### src/clamp_cal_pkg.sv
// Purpose: Constants for the converter clamp and calibration enable regs.
// Assumes: APB with 32-bit data, one aligned word per register.
// Notes:   Offsets are byte addresses.
`default_nettype none
package clamp_cal_pkg;
   localparam logic [7:0]  CAL_EN_OFFSET     = 8'h08;
   localparam logic [7:0]  ARM_CLAMP_OFFSET  = 8'h10;
   localparam logic [15:0] CAL_EN_RESET      = 16'h0000;
   localparam logic [15:0] ARM_CLAMP_RESET   = 16'h0000;
   localparam int          CLAMP_LSB         = 2;
   localparam int          CLAMP_MSB         = 5;
   localparam int          ARM_LSB           = 0;
   localparam int          ARM_MSB           = 1;
   localparam int          CAL_EN_BIT        = 0;
   localparam logic [3:0]  CLAMP_V_9         = 4'h2;
   localparam logic [3:0]  CLAMP_V_15        = 4'h7;
   localparam logic [3:0]  CLAMP_V_18        = 4'h9;
   localparam logic [3:0]  CLAMP_I_LAST      = 4'h9;
endpackage
`default_nettype wire

### src/clamp_cal_regs.sv
// Purpose: APB register bank for converter arm select, negative clamp
//          select and the calibration enable bit of one channel.
// Assumes: Single clock CLK at 20 MHz, asynchronous active-low RST_B.
// Notes:   Zero-wait-state APB slave; unmapped addresses give PSLVERR.
//
// Function
// RULE1 - Bits 5:2 hold a read/write negative clamp code resetting to zero.
// RULE2 - In voltage mode only codes 0010, 0111 and 1001 are valid.
// RULE3 - Arm select bits 1:0 reset to 00 which disables both arms.
// RULE4 - Arm select 01 enables only the positive arm.
// RULE5 - Arm select 10 enables only the negative arm and 11 enables both.
// RULE6 - Calibration enable bit 0 enables data calibration, reset zero.
// RULE7 - Software writes only clamp codes valid for the present mode.
`timescale 1ns/1ps
`default_nettype none
module clamp_cal_regs (
   // Clock and reset
   input  wire logic        CLK,
   input  wire logic        RST_B,
   // APB slave
   input  wire logic        PSEL,
   input  wire logic        PENABLE,
   input  wire logic        PWRITE,
   input  wire logic [7:0]  PADDR,
   input  wire logic [31:0] PWDATA,
   output logic      [31:0] PRDATA,
   output logic             PREADY,
   output logic             PSLVERR,
   // Output mode from the channel, high in voltage mode
   input  wire logic        VOLTAGE_MODE,
   // Converter and calibration controls
   output logic             POS_ARM_EN,
   output logic             NEG_ARM_EN,
   output logic      [3:0]  NEG_CLAMP_CODE,
   output logic             CLAMP_CODE_VALID,
   output logic             CAL_EN
);
   // ------------------------------------------------------------------
   // Storage
   // ------------------------------------------------------------------
   logic [3:0] negative_clamp_select_reg;
   logic [1:0] converter_arm_select_reg;
   logic       calibration_enable_bit_reg;
   logic       vmode_s1_reg;
   logic       vmode_reg;
   logic       wr_en;
   logic       hit_cal;
   logic       hit_arm;
   logic [31:0] rdata;

   function automatic logic code_valid(input logic [3:0] code,
                                       input logic vmode);
      if (vmode) begin
         code_valid = (code == clamp_cal_pkg::CLAMP_V_9) ||
                      (code == clamp_cal_pkg::CLAMP_V_15) ||
                      (code == clamp_cal_pkg::CLAMP_V_18);
      end else begin
         code_valid = (code <= clamp_cal_pkg::CLAMP_I_LAST);
      end
   endfunction

   assign hit_cal = (PADDR == clamp_cal_pkg::CAL_EN_OFFSET);
   assign hit_arm = (PADDR == clamp_cal_pkg::ARM_CLAMP_OFFSET);
   assign wr_en   = PSEL && PENABLE && PWRITE;
   assign PREADY  = 1'b1;
   assign PSLVERR = PSEL && PENABLE && !hit_cal && !hit_arm;

   // ------------------------------------------------------------------
   // Mode pin synchroniser
   // ------------------------------------------------------------------
   always_ff @(posedge CLK or negedge RST_B) begin
      if (!RST_B) begin
         vmode_s1_reg <= 1'b0;
         vmode_reg    <= 1'b0;
      end else begin
         vmode_s1_reg <= VOLTAGE_MODE;
         vmode_reg    <= vmode_s1_reg;
      end
   end

   // ------------------------------------------------------------------
   // Register writes
   // ------------------------------------------------------------------
   always_ff @(posedge CLK or negedge RST_B) begin
      if (!RST_B) begin
         negative_clamp_select_reg <= clamp_cal_pkg::ARM_CLAMP_RESET[5:2]; // [RULE1]
         converter_arm_select_reg  <= clamp_cal_pkg::ARM_CLAMP_RESET[1:0]; // [RULE3]
      end else if (wr_en && hit_arm) begin
         // Any code is stored as written; validity is only reported.
         negative_clamp_select_reg <= PWDATA[5:2]; // [RULE1]
         converter_arm_select_reg  <= PWDATA[1:0]; // [RULE3]
      end
   end

   always_ff @(posedge CLK or negedge RST_B) begin
      if (!RST_B) begin
         calibration_enable_bit_reg <= clamp_cal_pkg::CAL_EN_RESET[0]; // [RULE6]
      end else if (wr_en && hit_cal) begin
         calibration_enable_bit_reg <= PWDATA[0]; // [RULE6]
      end
   end

   // ------------------------------------------------------------------
   // Read path and outputs
   // ------------------------------------------------------------------
   always_comb begin
      rdata = 32'h0000_0000;
      if (hit_cal) begin
         rdata[0] = calibration_enable_bit_reg;
      end else if (hit_arm) begin
         rdata[5:2] = negative_clamp_select_reg;
         rdata[1:0] = converter_arm_select_reg;
      end
   end

   always_ff @(posedge CLK or negedge RST_B) begin
      if (!RST_B) begin
         PRDATA <= 32'h0000_0000;
      end else if (PSEL && !PENABLE && !PWRITE) begin
         PRDATA <= rdata;
      end
   end

   assign POS_ARM_EN       = converter_arm_select_reg[0]; // [RULE4] [RULE5]
   assign NEG_ARM_EN       = converter_arm_select_reg[1]; // [RULE4] [RULE5]
   assign NEG_CLAMP_CODE   = negative_clamp_select_reg;
   // High for codes valid in the present mode, low for codes software must not leave in place. [RULE2] [RULE7]
   assign CLAMP_CODE_VALID = code_valid(negative_clamp_select_reg, vmode_reg);
   assign CAL_EN           = calibration_enable_bit_reg; // [RULE6]
endmodule
`default_nettype wire

### config.mk
export PLATFORM = sky130hd
export DESIGN_NAME = clamp_cal_regs
export DESIGN_NICKNAME = d
export VERILOG_FILES = /design/src/clamp_cal_pkg.sv /design/src/clamp_cal_regs.sv
export SDC_FILE = /design/constraint.sdc
export NUM_CORES = 1
export LEC_CHECK = 0
export ABC_CLOCK_PERIOD_IN_PS = 900
export BUFFER_PORTS_ARGS = -buffer_cell sky130_fd_sc_hd__buf_2
export CAP_MARGIN = 10
export CORE_ASPECT_RATIO = 1.2
export CORE_MARGIN = 2
export CORE_UTILIZATION = 36
export DETAILED_ROUTE_END_ITERATION = 12
export PLACE_DENSITY = 0.8
export SLEW_MARGIN = 30
export SYNTH_ARGS = -nofsm -noshare
export SYNTH_HDL_FRONTEND = slang
export SYNTH_SLANG_ARGS = --single-unit
### constraint.sdc
create_clock -name CLK -period 0.9 [get_ports CLK]
set_input_delay 0.045 -clock CLK [delete_from_list [all_inputs] [get_ports CLK]]
set_output_delay 0.045 -clock CLK [all_outputs]
set_load 0.02 [all_outputs]
After elaboration in Yosys (flattened, before gate mapping)

Cells that the tools add are included.

Magnitude comparators: 1
Eq/ne operators: 5
Mux-type cells: 4
Reductions and logical operators: 14

Operators by type and width:

| cell                 | number |
|---|---|
| $eq A8 B4 Y1 const B | 1 |
| $eq A8 B5 Y1 const B | 1 |
| $logic_and A1 B1 Y1  | 8 |
| $mux W6              | 1 |
| $mux W5              | 1 |
| $eq A4 B2 Y1 const B | 1 |
| $eq A4 B3 Y1 const B | 1 |
| $eq A4 B4 Y1 const B | 1 |
| $le A4 B4 Y1 const B | 1 |
| $logic_not A1 Y1     | 4 |
| $logic_or A1 B1 Y1   | 2 |
| $mux W1              | 2 |

Register bits: 15
Bits of input ports: 46
Output and inout bits: 42
Logic and storage cells: 30

Depth between registers and ports, before layout

Depth after elaboration: 4
Mapped depth: 4
Mapped depth without buffers: 3

Worst setup path before layout

Ideal clock, no wire load.

Kind: register -> output
Start: reg negative_clamp_select_reg[0], in the netlist NEG_CLAMP_CODE[0]
End: out CLAMP_CODE_VALID
Arrival time: 1196 ps
Data required time: 855 ps
Path slack: -341 ps
Stages on the path, launching flop included: 3
Buffers on the path: 0
Path through: dfrtp_1 > a21boi_0 > o32ai_1

Cells in the longest elaborated chain, start to end: 4
Elaborated cells on any way between the ends: 7
Those cells by class: order compare (1); eq/ne (3); mux (1); reduce/logical (2)

Ends and longest elaborated chain:

| element                                              | RTL line             | RTL |
|---|---|---|
| from (decl)                                          | clamp_cal_regs.sv:41 | `logic [3:0] negative_clamp_select_reg;` |
| from (signal assigned)                               | clamp_cal_regs.sv:86 | `negative_clamp_select_reg <= clamp_cal_pkg::ARM_CLAMP_RESET[5:2];` |
| from (signal assigned)                               | clamp_cal_regs.sv:90 | `negative_clamp_select_reg <= PWDATA[5:2];` |
| branches (longest 3 deep; another with $le A4 B4 Y1) | --                   |  |
| $mux W1 *                                            | clamp_cal_regs.sv:53 | `if (vmode) begin` |
| to (decl)                                            | clamp_cal_regs.sv:35 | `output logic CLAMP_CODE_VALID,` |

Every way passes the cells marked *.

Worst setup path after layout

Ends and elaborated chain as after synthesis.

==> metrics.log <==
INFO  metric outcome = finished, violations left
INFO  metric violations_in_the_final_reports = setup timing
INFO  metric synth-edff-count = 0
INFO  metric dieArea = 2940 µm²
INFO  metric clock_pin_slew_on_the_worst_setup_and_hold_paths = 0.11 ns
INFO  metric synth.top_cells.by_area = sky130_fd_sc_hd__dfrtp_1 41%, sky130_fd_sc_hd__buf_4 22%, sky130_fd_sc_hd__mux2_2 6.2%, sky130_fd_sc_hd__nand2_1 5.8%, sky130_fd_sc_hd__o21ai_0 2.8%
INFO  metric drt_pass1_iterations = 4
INFO  metric wl = 2120 µm
INFO  metric critPathRequiredTime = 0.85 ns
INFO  metric setup.worst_path.start_class = flop
INFO  metric globalRouteOverflowTotal = 0
INFO  metric critical_path.cell_chain = xnor2_2 > a21boi_2 > o32ai_2 > buf_4
INFO  metric chip_height = 59.0 µm
INFO  metric timing.critical_path.to_type = output port
INFO  metric delay_contributed_by_the_slowest_stage_of_the_critical_path = 0.44 ns
INFO  metric cts-htree-levels = 1
INFO  metric synth.ff_latch_count = 15
INFO  metric leakage = 0.687 nW
INFO  metric final_min_period_over_clock_period = 144%
INFO  metric nets = 193
INFO  metric power.sequential.fraction = 48.8%
INFO  metric finalWeightedCongestion = 0.769
INFO  metric timing.reg2reg.worst_path_depth = 3
INFO  metric worstHoldPathType = input pin to flop
INFO  metric synthCells = 89
INFO  metric clock_insertion_delay_worst_skew = 0.30 ns
INFO  metric period_minus_slack = 1.29 ns
INFO  metric vdd.ir_drop.worst = 0.986 mV
INFO  metric finalClockSkew = 0.0203 ns
INFO  metric hpwl = 1430 µm
INFO  metric p_per_area = 1050 nW/µm²
INFO  metric largest_register_ffs = 6
INFO  metric total_switching_power = 0.000448 W
INFO  metric clock_tree.buffer_depth = 2
INFO  metric synth_sequential_area_ratio = 41.4%
INFO  metric die-width = 49.8 µm
INFO  metric design.portCount = 88
INFO  metric hold_path.startpoint = PADDR[2]
INFO  metric clock_sinks = 15
INFO  metric max_freq = 774 MHz
INFO  metric hold-path-cell-count = 4
INFO  metric share_comb_of_total_power = 21.3%
INFO  metric yosysUniqueCellTypes = 25
INFO  metric grt_max_degree = 16
INFO  metric p_sw_share = 31.7%
INFO  metric postLayoutSetupSlackWorst = -0.392 ns
INFO  metric drt-initial-drc-count = 14
INFO  metric synth_top_area_cell = sky130_fd_sc_hd__dfrtp_1
INFO  metric cp_max_fo = 3
INFO  metric numPortBuffers = 34
INFO  metric tritoncts.num_buffers = 3
INFO  metric worstPathBufferInverterCount = 1
INFO  metric p_int = 0.000967 W
INFO  metric clock_power_share = 29.8%
INFO  metric wl_per_cell = 12.0 µm
INFO  metric grt_setup_unrepaired = true
INFO  metric crit_family = flip-flops
INFO  metric hold_path_end = PRDATA[0]
INFO  metric final_antenna_net_count = 0
INFO  metric critical_register_to_register_path_endpoint = NEG_CLAMP_CODE[2]
INFO  metric clk_root_buffer_cell = sky130_fd_sc_hd__clkbuf_4
INFO  metric antenna_found_initial = 0
INFO  metric slew_viol_final = 0
INFO  metric route.detailed.drc = 0
INFO  metric placement_rows = 19
INFO  metric pre_cts_ws = -0.274 ns
INFO  metric core_area = 2330 µm²
INFO  metric worst-endpoint-arrival = 1.25 ns
INFO  metric crit_slowest_cell = sky130_fd_sc_hd__dfrtp_2
INFO  metric vias = 757
INFO  metric criticalPathCategory = flop to output port
INFO  metric cts_tree = built
INFO  metric number_of_hold_slack_violations_in_the_final_timing_report = 0
INFO  metric first_pass_grt_wire_length = 3130 µm
INFO  metric fillers = 202
INFO  metric initial_core_util = 38.9%
INFO  metric worst-r2r-setup-slack = -0.15 ns
INFO  metric asyncSetResetFlopFracSynth = 100%
INFO  metric reg2reg_from = NEG_CLAMP_CODE[2]
INFO  metric yosysTopAreaCellShare = 41.4%
INFO  metric postSynthAreaPerCell = 10.2 µm²
INFO  metric setup_viol = 11
INFO  metric grt.total_usage = 14.5%
INFO  metric final_layout_size_suffix_gt1_share = 47.9%
INFO  metric yosysWarnings = 0
INFO  metric drv_cap = 0
INFO  metric power.total = 0.00141 W
INFO  metric synth-main-ff-cell = sky130_fd_sc_hd__dfrtp_1
INFO  metric antenna_cells = 0
INFO  metric grt_pass1_vias = 736
INFO  metric area_growth_syn_to_layout = 48.8%
INFO  metric vias_per_cell = 4.28
INFO  metric synth_area = 907 µm²
cell families (layout without fill, tap and decap cells):
family | Yosys count | in the layout | synth area share (%)
flip-flops | 15 | 15 | 41.4
XOR/XNOR | 2 | 2 | 1.93
other | 2 | 27 | 0.828
buffers and inverters | 28 | 60 | 22.8
AND/OR/NAND/NOR | 24 | 24 | 17.0
multiplexers | 7 | 7 | 8.69
AO/OA/AOI/OAI | 11 | 11 | 7.45
repair_timing:
item	4_1_cts	5_1_grt
pin swaps	3	3
endpoints found under the hold margin	22	1
gates resized for setup	19	14
setup endpoints to repair	12	18
hold buffers	7	1
buffers inserted	3	4
metrics by stage:
| stage | instance area, µm² | hold WS [ns] | setup TNS (ns) | util, % | cells |
|---|---|---|---|---|---|
| 4_1_cts | 1260 | 0.000121 | -1.04 | 54.1 | 172 |
| 3_3_place_gp | 1080 | -0.0431 | -1.93 | 46.6 | 158 |
| 3_5_place_dp | 1080 | -0.0355 | -2.41 | 46.6 | 158 |
| 5_1_grt | 1350 | 0.127 | -1.48 | 57.9 | 177 |
| 6_report | 1350 | 0.0715 | -1.12 | 57.9 | 177 |
| 2_1_floorplan | 1030 | -0.251 | -0.717 | - | 114 |
tightest hold or removal path, cell delays in order:
cell and delay [ns]:
sky130_fd_sc_hd__buf_2 0.11, sky130_fd_sc_hd__nor2_1 0.07, sky130_fd_sc_hd__nand2_1 0.06, sky130_fd_sc_hd__o31ai_1 0.06
layout make-up:
type	count	area [µm²]	area share, %
clock buffers	4	26.3	1.95
flip-flops and latches	15	382	28.3
multi-input cells	71	458	33.9
well taps	31	38.8	2.87
repair buffers	56	445	33.0
synth_stat cells (2+ instances only):
cell type	instances
sky130_fd_sc_hd__nand2_1	14
sky130_fd_sc_hd__mux2_1	2
sky130_fd_sc_hd__o21ai_0	5
sky130_fd_sc_hd__conb_1	2
sky130_fd_sc_hd__a21boi_0	2
sky130_fd_sc_hd__buf_4	27
sky130_fd_sc_hd__mux2_2	5
sky130_fd_sc_hd__dfrtp_1	15
power groups by stage:
stage | Sequential (W) | Clock, W | Combinational, W
floorplan | 0.000708 | 0 | 0.000238
global placement | 0.000702 | 0 | 0.000246
detailed placement | 0.000703 | 0 | 0.000252
CTS | 0.000690 | 0.000401 | 0.000285
global route | 0.000692 | 0.000433 | 0.000324
finish | 0.000691 | 0.000422 | 0.000302
worst max-delay path by stage:
stage                            startpoint                 to  slack [ns]  cells past startpoint
after global placement             PADDR[7]  NEG_CLAMP_CODE[2]       -0.24                      5
final                     NEG_CLAMP_CODE[0]   CLAMP_CODE_VALID       -0.39                      4
after detailed placement           PADDR[7]  NEG_CLAMP_CODE[2]       -0.27                      5
after floorplan                    PADDR[7]  NEG_CLAMP_CODE[2]       -0.11                      3
after CTS                 NEG_CLAMP_CODE[2]   CLAMP_CODE_VALID       -0.42                      4
after global routing      NEG_CLAMP_CODE[0]   CLAMP_CODE_VALID       -0.44                      4
layer usage:
layer	track usage, %	wire length [µm]	vias to the layer above
li1	-	-	360
met1	13.1	727	352
met2	29.5	1220	43
met3	3.79	156	2
met4	6.75	22	0
met5	0	0	-
cell usage in the layout, fill, tap and decap left out, types with 2 or more instances in the layout:
cell type	n
sky130_fd_sc_hd__mux2_2	5
sky130_fd_sc_hd__o21ai_0	4
sky130_fd_sc_hd__conb_1	27
sky130_fd_sc_hd__dlygate4sd3_1	8
sky130_fd_sc_hd__buf_4	15
sky130_fd_sc_hd__buf_2	19
sky130_fd_sc_hd__dfrtp_2	5
sky130_fd_sc_hd__nand2_1	14
sky130_fd_sc_hd__mux2_4	2
sky130_fd_sc_hd__dfrtp_1	10
sky130_fd_sc_hd__buf_6	14
sky130_fd_sc_hd__clkbuf_4	3
Note: power is estimated with default switching activity, not from simulation.
